<file path="config.mk">
export PLATFORM = sky130hd
export DESIGN_NAME = chan_access
export DESIGN_NICKNAME = d
export VERILOG_FILES = /design/src/hw/chan_access.v
export VERILOG_INCLUDE_DIRS = /design/src /design/src/hw
export SDC_FILE = /design/constraint.sdc
export NUM_CORES = 1
export LEC_CHECK = 0
export ABC_AREA = 1
export BUFFER_PORTS_ARGS = -buffer_cell sky130_fd_sc_hd__buf_2
export CORE_ASPECT_RATIO = 1.25
export CORE_UTILIZATION = 40
export CTS_CLUSTER_DIAMETER = 30
export DETAILED_ROUTE_END_ITERATION = 7
export PLACE_DENSITY = 0.72
export SKIP_CTS_REPAIR_TIMING = 1
export SLEW_MARGIN = 25
export SYNTH_ARGS = -nofsm -noshare
export SYNTH_HDL_FRONTEND = slang
export SYNTH_SLANG_ARGS = --single-unit
</file>
<file path="constraint.sdc">
create_clock -name sys_clk -period 2.85 [get_ports sys_clk]
set_clock_uncertainty 0.2 [all_clocks]
set_input_delay 0.4275 -clock sys_clk [delete_from_list [all_inputs] [get_ports sys_clk]]
set_output_delay 0.4275 -clock sys_clk [all_outputs]
set_load 0.01 [all_outputs]
</file>
<file path="src/hw/chan_access_defines.vh">
// Constants for the channel-access and timing block: widths, timing counts, select and policy codes.
// Assumes a 20 MHz sys_clk; the sequencer writes the block through plain strobe ports.
`ifndef CHAN_ACCESS_DEFINES_VH
`define CHAN_ACCESS_DEFINES_VH

// ==========================================
// Clock and slot timing
// ==========================================
`define CLK_MHZ 20
`define SLOT_US 9
`define SLOT_CYC (`SLOT_US * `CLK_MHZ)
`define SIFS_US 10
`define SIFS_CYC (`SIFS_US * `CLK_MHZ)
`define RIFS_US 2
`define RIFS_CYC (`RIFS_US * `CLK_MHZ)
`define TSF_US_CYC `CLK_MHZ

// ==========================================
// Widths and counts
// ==========================================
`define NUM_AC 4
`define BO_W 10
`define IFS_W 12
`define NAV_W 16
`define TSF_W 64
`define SLEEP_W 32
`define NUM_OFS 2

// ==========================================
// Interframe space select codes
// ==========================================
`define IFS_SEL_SIFS 2'h0
`define IFS_SEL_RIFS 2'h1
`define IFS_SEL_PROG 2'h2

// ==========================================
// Arbitration policy codes
// ==========================================
`define POL_FIXED_HI 1'b0
`define POL_ROUND_ROBIN 1'b1

`endif

</file>
<file path="src/hw/chan_access.v">
// Channel-access and timing logic of a WLAN MAC: interframe timer, per-category back-off,
// NAV, TSF with beacon target and offset triggers, sleep timer and clock request.
// Assumes sequencer strobes are synchronous to sys_clk; PHY and slow clock inputs are not.
// Functional notes
// - INTERFRAME_TIMING_UNIT timer starts when medium goes idle
// - INTERFRAME_TIMING_UNIT expiry pulses start trigger to transmitter
// - Per-category back-off decrements per idle slot
// - Counter at zero notifies transmit engine
// - Simultaneous zeros resolved by sequencer policy
// - Sequencer loads sleep count; slow clock counts
// - Sleep expiry restores clock, leaves suspend
// - TSF loads beacon timestamp on command
// - TBTT pulse when TSF reaches target
// - Offset triggers fire at programmed TSF values
// - NAV loaded from received duration field
// - Nonzero NAV acts as virtual carrier sense
// - Frame starts only on INTERFRAME_TIMING_UNIT trigger
// - Separate queues per quality-of-service category
`timescale 1ns/1ps
`include "chan_access_defines.vh"

module chan_access (
	input wire sys_clk,
	input wire arst_n,
	input wire phy_cca_busy,
	input wire [1:0] ifs_sel,
	input wire [`IFS_W-1:0] ifs_prog_cyc,
	input wire [`NUM_AC-1:0] bo_load,
	input wire [`BO_W-1:0] bo_load_val,
	input wire [`NUM_AC-1:0] queue_pending,
	input wire arb_policy,
	input wire [1:0] sched_queue,
	input wire sched_valid,
	input wire nav_load,
	input wire [`NAV_W-1:0] nav_duration,
	input wire tsf_load,
	input wire [`TSF_W-1:0] tsf_load_val,
	input wire tsf_add,
	input wire [`TSF_W-1:0] tsf_add_val,
	input wire tbtt_load,
	input wire [`TSF_W-1:0] tbtt_val,
	input wire [`NUM_OFS-1:0] ofs_load,
	input wire [`TSF_W-1:0] ofs_val,
	input wire sleep_start,
	input wire [`SLEEP_W-1:0] sleep_count,
	input wire slow_clk,
	output wire medium_busy,
	output reg ifs_trigger,
	output reg [`NUM_AC-1:0] bo_zero,
	output reg bo_grant_valid,
	output reg [1:0] bo_grant_ac,
	output reg tx_start,
	output reg [1:0] tx_queue,
	output reg [`NAV_W-1:0] nav_value,
	output reg [`TSF_W-1:0] tsf_value,
	output reg tbtt_pulse,
	output reg [`NUM_OFS-1:0] ofs_trigger,
	output reg mac_clk_en,
	output reg suspended,
	output reg wake_pulse,
	output reg [`SLEEP_W-1:0] slept_ticks
);

// ==========================================
// Input synchronisers
// ==========================================
reg cca_s1_r; // First stage, read only by second
reg cca_s2_r; // Synchronised PHY activity
reg slow_s1_r; // First stage of slow clock sampler
reg slow_s2_r; // Synchronised slow clock
reg slow_s3_r; // Delayed for edge detection
// Two-flop synchronisers for asynchronous inputs
always @(posedge sys_clk or negedge arst_n) begin
	if (!arst_n) begin
		cca_s1_r <= 1'b0;
		cca_s2_r <= 1'b0;
		slow_s1_r <= 1'b0;
		slow_s2_r <= 1'b0;
		slow_s3_r <= 1'b0;
	end else begin
		cca_s1_r <= phy_cca_busy;
		cca_s2_r <= cca_s1_r;
		slow_s1_r <= slow_clk;
		slow_s2_r <= slow_s1_r;
		slow_s3_r <= slow_s2_r;
	end
end
wire slow_tick = slow_s2_r & ~slow_s3_r; // Rising edge of slow clock

// ==========================================
// NAV timer
// ==========================================
reg [4:0] us_cnt_r; // Microsecond prescaler
wire [31:0] us_last_w = `TSF_US_CYC - 1; // Last prescaler count, full width
wire us_tick = (us_cnt_r == us_last_w[4:0]);
// Prescaler for microsecond ticks
always @(posedge sys_clk or negedge arst_n) begin
	if (!arst_n) begin
		us_cnt_r <= 5'h00;
	end else if (us_tick) begin
		us_cnt_r <= 5'h00;
	end else begin
		us_cnt_r <= us_cnt_r + 5'h01;
	end
end
// NAV counts down in microseconds; a load only extends it
always @(posedge sys_clk or negedge arst_n) begin
	if (!arst_n) begin
		nav_value <= {`NAV_W{1'b0}};
	end else if (nav_load && nav_duration > nav_value) begin
		nav_value <= nav_duration;
	end else if (us_tick && nav_value != {`NAV_W{1'b0}}) begin
		nav_value <= nav_value - 16'h0001;
	end
end
// Physical or virtual carrier sense makes the medium busy
assign medium_busy = cca_s2_r | (nav_value != {`NAV_W{1'b0}});

// ==========================================
// Interframe space timer
// ==========================================
reg [`IFS_W-1:0] ifs_cnt_r; // Idle cycles since medium went idle
reg ifs_done_r; // Trigger already given in this idle period
reg [`IFS_W-1:0] ifs_target; // Selected spacing in cycles
wire [31:0] sifs_w = `SIFS_CYC; // Short spacing, full width
wire [31:0] rifs_w = `RIFS_CYC; // Reduced spacing, full width
// Spacing selection
always @* begin
	case (ifs_sel)
		`IFS_SEL_SIFS: ifs_target = sifs_w[`IFS_W-1:0];
		`IFS_SEL_RIFS: ifs_target = rifs_w[`IFS_W-1:0];
		`IFS_SEL_PROG: ifs_target = ifs_prog_cyc;
		default: ifs_target = sifs_w[`IFS_W-1:0];
	endcase
end
// Counter restarts whenever the medium becomes busy
always @(posedge sys_clk or negedge arst_n) begin
	if (!arst_n) begin
		ifs_cnt_r <= {`IFS_W{1'b0}};
		ifs_done_r <= 1'b0;
		ifs_trigger <= 1'b0;
	end else if (medium_busy) begin
		ifs_cnt_r <= {`IFS_W{1'b0}};
		ifs_done_r <= 1'b0;
		ifs_trigger <= 1'b0;
	end else begin
		ifs_cnt_r <= ifs_cnt_r + 12'h001;
		ifs_trigger <= 1'b0;
		if (!ifs_done_r && ifs_cnt_r + 12'h001 >= ifs_target) begin
			ifs_trigger <= 1'b1;
			ifs_done_r <= 1'b1;
		end
	end
end

// ==========================================
// Slot clock and back-off engines
// ==========================================
reg [7:0] slot_cnt_r; // Cycles within the current slot
wire [31:0] slot_last_w = `SLOT_CYC - 1; // Last cycle of a slot, full width
wire slot_tick = (slot_cnt_r == slot_last_w[7:0]);
// Slot timer runs only after the spacing elapsed on an idle medium
always @(posedge sys_clk or negedge arst_n) begin
	if (!arst_n) begin
		slot_cnt_r <= 8'h00;
	end else if (medium_busy || !ifs_done_r || slot_tick) begin
		slot_cnt_r <= 8'h00;
	end else begin
		slot_cnt_r <= slot_cnt_r + 8'h01;
	end
end
reg [`BO_W-1:0] bo_cnt_r [0:`NUM_AC-1]; // One counter per access category
reg [`NUM_AC-1:0] bo_armed_r; // Category has a live back-off
integer i;
// Each engine samples the medium at slot end and decrements or pauses
always @(posedge sys_clk or negedge arst_n) begin
	if (!arst_n) begin
		for (i = 0; i < `NUM_AC; i = i + 1) begin
			bo_cnt_r[i] <= {`BO_W{1'b0}};
		end
		bo_armed_r <= {`NUM_AC{1'b0}};
		bo_zero <= {`NUM_AC{1'b0}};
	end else begin
		for (i = 0; i < `NUM_AC; i = i + 1) begin
			bo_zero[i] <= 1'b0;
			if (bo_load[i]) begin
				bo_cnt_r[i] <= bo_load_val;
				bo_armed_r[i] <= 1'b1;
			end else if (bo_armed_r[i] && slot_tick && !medium_busy) begin
				if (bo_cnt_r[i] == {`BO_W{1'b0}}) begin
					bo_zero[i] <= 1'b1;
					bo_armed_r[i] <= 1'b0;
				end else begin
					bo_cnt_r[i] <= bo_cnt_r[i] - 10'h001;
				end
			end
		end
	end
end

// ==========================================
// Arbitration between categories
// ==========================================
reg [1:0] rr_last_r; // Last winner for round robin
reg [1:0] win; // Combinational winner
reg win_any;
reg [1:0] idx;
integer k;
// Fixed policy favours highest index; round robin starts after last winner
always @* begin
	win = 2'h0;
	win_any = 1'b0;
	idx = 2'h0;
	for (k = `NUM_AC - 1; k >= 0; k = k - 1) begin
		if (arb_policy == `POL_ROUND_ROBIN) begin
			idx = rr_last_r - k[1:0];
		end else begin
			idx = k[1:0];
		end
		if (bo_zero[idx] && !win_any) begin
			win = idx;
			win_any = 1'b1;
		end
	end
end
// Register the single winner
always @(posedge sys_clk or negedge arst_n) begin
	if (!arst_n) begin
		bo_grant_valid <= 1'b0;
		bo_grant_ac <= 2'h0;
		rr_last_r <= 2'h0;
	end else begin
		bo_grant_valid <= win_any;
		if (win_any) begin
			bo_grant_ac <= win;
			rr_last_r <= win;
		end
	end
end

// ==========================================
// Transmit start on the timing trigger
// ==========================================
reg sched_r; // Scheduled frame waits for trigger
reg [1:0] sched_q_r; // Queue chosen by the sequencer
// Hold the schedule until the spacing trigger, then start
always @(posedge sys_clk or negedge arst_n) begin
	if (!arst_n) begin
		sched_r <= 1'b0;
		sched_q_r <= 2'h0;
		tx_start <= 1'b0;
		tx_queue <= 2'h0;
	end else begin
		tx_start <= 1'b0;
		if (sched_valid && queue_pending[sched_queue]) begin
			sched_r <= 1'b1;
			sched_q_r <= sched_queue;
		end else if (sched_r && ifs_trigger) begin
			sched_r <= 1'b0;
			tx_start <= 1'b1;
			tx_queue <= sched_q_r;
		end
	end
end

// ==========================================
// TSF timer, beacon target, offset triggers
// ==========================================
reg [`TSF_W-1:0] tbtt_r; // Target beacon time
reg [`TSF_W-1:0] ofs_r [0:`NUM_OFS-1]; // Offset trigger times
integer j;
wire tsf_step = us_tick && !tsf_load && !tsf_add; // Plain one-microsecond increment
// TSF counts microseconds; load and add commands from the sequencer
always @(posedge sys_clk or negedge arst_n) begin
	if (!arst_n) begin
		tsf_value <= {`TSF_W{1'b0}};
	end else if (tsf_load) begin
		tsf_value <= tsf_load_val;
	end else if (tsf_add) begin
		tsf_value <= tsf_value + tsf_add_val;
	end else if (us_tick) begin
		tsf_value <= tsf_value + 64'h1;
	end
end
// Compare TSF with target and offsets, one pulse each
always @(posedge sys_clk or negedge arst_n) begin
	if (!arst_n) begin
		tbtt_r <= {`TSF_W{1'b1}};
		tbtt_pulse <= 1'b0;
		ofs_trigger <= {`NUM_OFS{1'b0}};
		for (j = 0; j < `NUM_OFS; j = j + 1) begin
			ofs_r[j] <= {`TSF_W{1'b1}};
		end
	end else begin
		if (tbtt_load) begin
			tbtt_r <= tbtt_val;
		end
		tbtt_pulse <= tsf_step && (tsf_value + 64'h1 == tbtt_r);
		for (j = 0; j < `NUM_OFS; j = j + 1) begin
			if (ofs_load[j]) begin
				ofs_r[j] <= ofs_val;
			end
			ofs_trigger[j] <= tsf_step && (tsf_value + 64'h1 == ofs_r[j]);
		end
	end
end

// ==========================================
// Sleep timer on slow clock ticks
// ==========================================
reg [`SLEEP_W-1:0] sleep_cnt_r; // Remaining slow ticks
// Sequencer loads the count; clock gated off until expiry
always @(posedge sys_clk or negedge arst_n) begin
	if (!arst_n) begin
		sleep_cnt_r <= {`SLEEP_W{1'b0}};
		suspended <= 1'b0;
		mac_clk_en <= 1'b1;
		wake_pulse <= 1'b0;
		slept_ticks <= {`SLEEP_W{1'b0}};
	end else begin
		wake_pulse <= 1'b0;
		if (sleep_start && !suspended && sleep_count != {`SLEEP_W{1'b0}}) begin
			sleep_cnt_r <= sleep_count;
			suspended <= 1'b1;
			mac_clk_en <= 1'b0;
			slept_ticks <= {`SLEEP_W{1'b0}};
		end else if (suspended && slow_tick) begin
			slept_ticks <= slept_ticks + 32'h1;
			sleep_cnt_r <= sleep_cnt_r - 32'h1;
			if (sleep_cnt_r == 32'h1) begin
				suspended <= 1'b0;
				mac_clk_en <= 1'b1;
				wake_pulse <= 1'b1;
			end
		end
	end
end
endmodule

</file>
# Yosys cells after proc, flatten, opt, wreduce, memory -nomap -nowiden
# Index checks and enable logic that the tools add are counted.
totals:
  reg_bits: 431
  inputBits: 351
  wordCells: 227
classes:
  addsub: 15
  n_lt_le_gt_ge: 7
  n_eq_ne: 12
  n_mux: 88
  bitwise_logic: 4
  reduce_logical: 64
ops:
  columns: ["op", "count"]
  rows:
  - ["$eq 64x64->1", 3]
  - ["$mux 64", 3]
  - ["$mux 32", 4]
  - ["$mux 10", 12]
  - ["$add 64x1->64 const B", 1]
  - ["$add 64x64->64", 1]
  - ["$mux 1", 50]
  - ["$logic_not 10->1", 4]
  - ["$sub 10x1->10 const B", 4]
  - ["$add 32x1->32 const B", 1]
  - ["$eq 32x1->1 const B", 1]
  - ["$mux 16", 2]
  - ["$reduce_bool 32->1", 1]
  - ["$sub 32x1->32 const B", 1]
  - ["$reduce_bool 2->1", 13]
  - ["$logic_and 1x1->1", 24]
  - ["$pmux 12 s2", 1]
  - ["$reduce_and 2->1", 10]
  - ["$gt 16x16->1", 1]
  - ["$mux 2", 8]
  - ["$reduce_bool 16->1", 1]
  - ["$sub 16x1->16 const B", 1]
  - ["$lt 2x3->1 const B", 5]
  - ["$add 12x1->12 const B", 1]
  - ["other kinds (20)", 37]

# Depth between registers and ports, before layout
logic_depth:
  word_depth: 14
  depth_mapped: 19
  ltp_nobuf: 18

# Worst setup path before layout
# OpenSTA, ideal clock, no wires.
synth_path:
  kind: "register to register"
  startpoint: "register tsf_value[0]"
  endpoint: "register tsf_value[38]"
  setup_time_ps: 131
  t_arrival_ps: 2255
  required_ps: 2519
  slack_ps: 264
  path_stages_with_launch: 14
  path_buffers: 0
  synth_period_minus_slack_ps: 2586
  path_cell_list: "dfrtp_1 -> ha_1 -> fa_1 -> nand3_1 -> nand2_1 -> a21oi_1 -> o21ai_0 -> a21o_1 -> a21oi_1 -> nor2_1 -> nor2_1 -> nand2_1 -> nand2_1 -> o21ai_0"
synth_via:
  elab_chain_len: 4
  word_cells_on_any_way: 5
  cone_classes: "2 x add/sub; 3 x mux"
synth_rtl:
  columns: ["element", "line_no", "text"]
  rows:
  - ["from (decl)", "chan_access.v:55", "output reg [`TSF_W-1:0] tsf_value,"]
  - ["from (signal assigned)", "chan_access.v:276", "tsf_value <= {`TSF_W{1'b0}};"]
  - ["from (signal assigned)", "chan_access.v:278", "tsf_value <= tsf_load_val;"]
  - ["from (signal assigned)", "chan_access.v:280", "tsf_value <= tsf_value + tsf_add_val;"]
  - ["$add 64x1->64", "chan_access.v:282", "tsf_value <= tsf_value + 64'h1;"]
  - ["$mux 64", "chan_access.v:281", "end else if (us_tick) begin"]
  - ["$mux 64 (*)", "chan_access.v:279", "end else if (tsf_add) begin"]
  - ["$mux 64 (*)", "chan_access.v:277", "end else if (tsf_load) begin"]
# Mark *: on every way between the ends. The rest lies on a longest branch, timed or not. The select of a mux whose other input is x is not followed.
# A chain may end at the register's enable or synchronous reset.

# Worst setup path after layout
layout_path:
  startpoint: "register nav_value[1]"
  endpoint: "output medium_busy"
layout_via:
  elab_chain_len: 2
layout_rtl:
  columns: ["element", "line_no", "text"]
  rows:
  - ["from (decl)", "chan_access.v:54", "output reg [`NAV_W-1:0] nav_value,"]
  - ["from (signal assigned)", "chan_access.v:109", "nav_value <= {`NAV_W{1'b0}};"]
  - ["from (signal assigned)", "chan_access.v:111", "nav_value <= nav_duration;"]
  - ["from (signal assigned)", "chan_access.v:113", "nav_value <= nav_value - 16'h0001;"]
  - ["$reduce_bool 16->1", "chan_access.v:117", "assign medium_busy = cca_s2_r | (nav_value != {`NAV_W{1'b0}});"]
  - ["$or 1x1->1", "chan_access.v:117", null]
  - ["to (decl)", "chan_access.v:47", "output wire medium_busy,"]
# No other way between the ends.

==> flow_summary.json <==
{
  "clk_latency_ns": 0.66,
  "synth_top_family_by_area": "simple AND/OR/NAND/NOR gates",
  "grt_first_pass_wirelength_mm": 193.1,
  "port_buffers": 480,
  "hold_viol_final": 10,
  "synth_compound_area_share_pct": 14.93,
  "grtUsageMet3_pct": 6.136,
  "cp_slowest_cell": "dfrtp_1",
  "clkTransAtPathRegs_ns": 0.05,
  "wl_per_cell_um": 19.71,
  "yosysTopAreaCellShare_pct": 19.13,
  "fin_setup_tns_ns": -0.4834,
  "ios": 481,
  "p_leak_nw": 21.59,
  "clockBufferDepth": 3,
  "syn_inst": 4616,
  "critical_path_arrival_ns": 2.41,
  "syn-num-nets": 5074,
  "endpoint_kind": "output port",
  "wirelength_mm": 136.5,
  "grt_max_degree": 82,
  "ant_nets": 0,
  "synth_commonest_cells": "nand2_1, inv_1, nor2_1",
  "yosysSeqAreaShare_pct": 35.41,
  "row_count": 114,
  "violations": "negative hold slack, negative setup slack",
  "crit_top_cell": "inv_2",
  "drive_gt1_share_pct": 27.88,
  "antenna_found_initial": 19,
  "outcome": "finished with violations",
  "first_pass_iters": 8,
  "setup_viol": 4,
  "crit_buf_inv": 4,
  "syn_to_final_growth_pct": 42.73,
  "cts_tree": "built",
  "synthesis.area_um2": 31140,
  "grt_usage_pct": 32.12,
  "power_density_nw_per_um2": 638.3,
  "synth_edf_count": 0,
  "die_width_um": 251.5,
  "ys_warn_count": 0,
  "drc": 0,
  "finalWorstPathRequiredPeriod_ns": 3.035,
  "holdWs_ns": -0.02367,
  "start_util_pct": 40.35,
  "multiInputGateArea_um2": 18120,
  "regArea_um2": 11060,
  "clock_sinks": 431,
  "synthDistinctLibCells": 66,
  "fmax_mhz": 329.5,
  "cts-buffers-inserted": 86,
  "synth.area.top_cells": "dfrtp_1, dfstp_2, nand2_1",
  "cp_top_family": "simple AND/OR/NAND/NOR gates",
  "met2_usage_pct": 53.39,
  "worstHoldPathType": "input pin to flop",
  "core-area_um2": 77170,
  "gr-usage-met1_pct": 36.98,
  "synth_area_per_cell_um2": 6.745,
  "worstPathMaxFanout": 3,
  "worst_pin_slew_ns": 0.6740,
  "ys_ff_latch": 431,
  "grt_overflow": 0,
  "via_per_inst": 5.351,
  "fin_nets": 6254,
  "async_flop_share_pct": 100.0,
  "top_usage_layer": "met2",
  "crit_required_ns": 2.22,
  "worst_slack_ns": -0.1849,
  "synth_mux_area_share_pct": 1.302,
  "drt-initial-drc-count": 3301,
  "start_kind": "flop",
  "rsz0062_at_grt": "yes",
  "ys.flop_type": "dfrtp_1",
  "dp_hpwl_mm": 104.7,
  "relSlewSlack_pct": 55.07,
  "design_area_um2": 44440,
  "yosysMostFrequentCell": "nand2_1",
  "synth_xor_area_share_pct": 2.994,
  "vias": 37046,
  "yosys.area_share.adder_pct": 4.324,
  "die_h_um": 313.9,
  "die-area_um2": 78970,
  "peakVddDrop_uv": 491.0,
  "yosys.area_share.simple_pct": 31.85,
  "h-tree-depth": 3,
  "dpl_cell_area_um2": 38150,
  "cp_cell_sequence": "inv_2, ha_4, nand2_4, nor2_4, nand3_4, nor2_4, nand4_1, nor2_2, inv_2, nor2_8, inv_2, buf_6",
  "path_class": "flop to output port",
  "post-route-period-util_pct": 106.5,
  "max_stage_delay_ns": 0.40,
  "drv_cap": 0,
  "grt_pass1_vias": 34376,
  "report.final.slew_viol_count": 0,
  "clock-root-buffer": "clkbuf_16",
  "gp_congestion": 1.100,
  "fillers": 7007,
  "yosys.area.top_type": "dfrtp_1"
}
==> final timing paths <==
| check | start | end | slack, ns | cells past startpoint |
|---|---|---|---|---|
| hold reg to reg | cca_s1_r | cca_s2_r | 0.15 | 0 |
| setup / recovery | nav_value[1] | medium_busy | -0.18 | 12 |
| setup reg to reg | tsf_value[0] | ofs_trigger[0] | -0.13 | 19 |
| hold / removal | tsf_load_val[28] | tsf_value[28] | -0.02 | 3 |
| min in group asynchronous | arst_n | slept_ticks[10] | 0.17 | 2 |
| max in group asynchronous | arst_n | tbtt_r[37] | 1.36 | 3 |
==> per-stage QoR <==
step / std cells / setup slack (ns) / util [%] / power [mW]
CTS: 6671 / -0.4855 / 53.32 / 27.33
detailed placement: 6510 / -0.2895 / 49.43 / 16.87
finish: 6923 / -0.1849 / 57.59 / 28.37
global placement: 6510 / -0.2419 / 49.43 / 16.74
global route: 6917 / -0.3204 / 57.57 / 29.67
floorplan: 4616 / 0.2635 / - / 12.67
==> layer usage <==
layer	wire (um)	up-vias
met5	147	-
met4	10810	26
li1	-	17417
met1	50710	17241
met3	11150	547
met2	63670	1815
==> power by group <==
part / total [mW] / internal [mW] / switching [mW] / leakage, nW
Sequential: 8.05 / 7.11 / 0.934 / 4.94
Clock: 10.4 / 6.69 / 3.68 / 1.45
Combinational: 9.94 / 4.12 / 5.82 / 15.2
Total: 28.4 / 17.9 / 10.4 / 21.6
==> final cells by class <==
cell class | count | area share, %
Multi-Input combinational cell | 3433 | 40.77
Inverter | 649 | 5.482
Sequential cell | 431 | 24.88
Tap cell | 1044 | 2.939
Clock buffer | 111 | 5.462
Clock inverter | 50 | 1.287
Antenna cell | 10 | 0.05631
Timing Repair Buffer | 1195 | 19.12
==> cells by family after synthesis <==
logic type | after synthesis
fa+ha+maj | 107
compound gates | 832
flops | 431
mux | 36
xor+xnor | 104
buf+inv | 752
simple gates | 2354
==> sequential cells by signal, indices dropped and copies added, names as in the netlist, 12 cells and up <==
register	flops
ofs_r	128
slept_ticks	32
nav_value	16
bo_cnt_r	40
tsf_value	64
ifs_cnt_r	12
tbtt_r	64
sleep_cnt_r	32
==> placed cells by master, fill, tap and decap left out, drive strengths merged, types with 106 or more instances in the layout <==
master / Yosys / routed
inv: 642 / 649
ha: 106 / 106
buf: 18 / 981
nand3: 365 / 365
clkbuf: 85 / 111
o21ai: 415 / 415
a21oi: 238 / 238
dlygate4sd3: 0 / 214
nor2: 590 / 590
nand2: 1245 / 1245
dfrtp: 238 / 238
dfstp: 193 / 193
==> worst register-to-register path, delay by kind of cell (launching register included) <==
| kind | cells | cell delay, ns |
|---|---|---|
| flip-flops | 1 | 0.47 |
| buffers and inverters | 5 | 0.67 |
| AND/OR/NAND/NOR | 14 | 1.55 |
(Power assumes the default switching activity.)
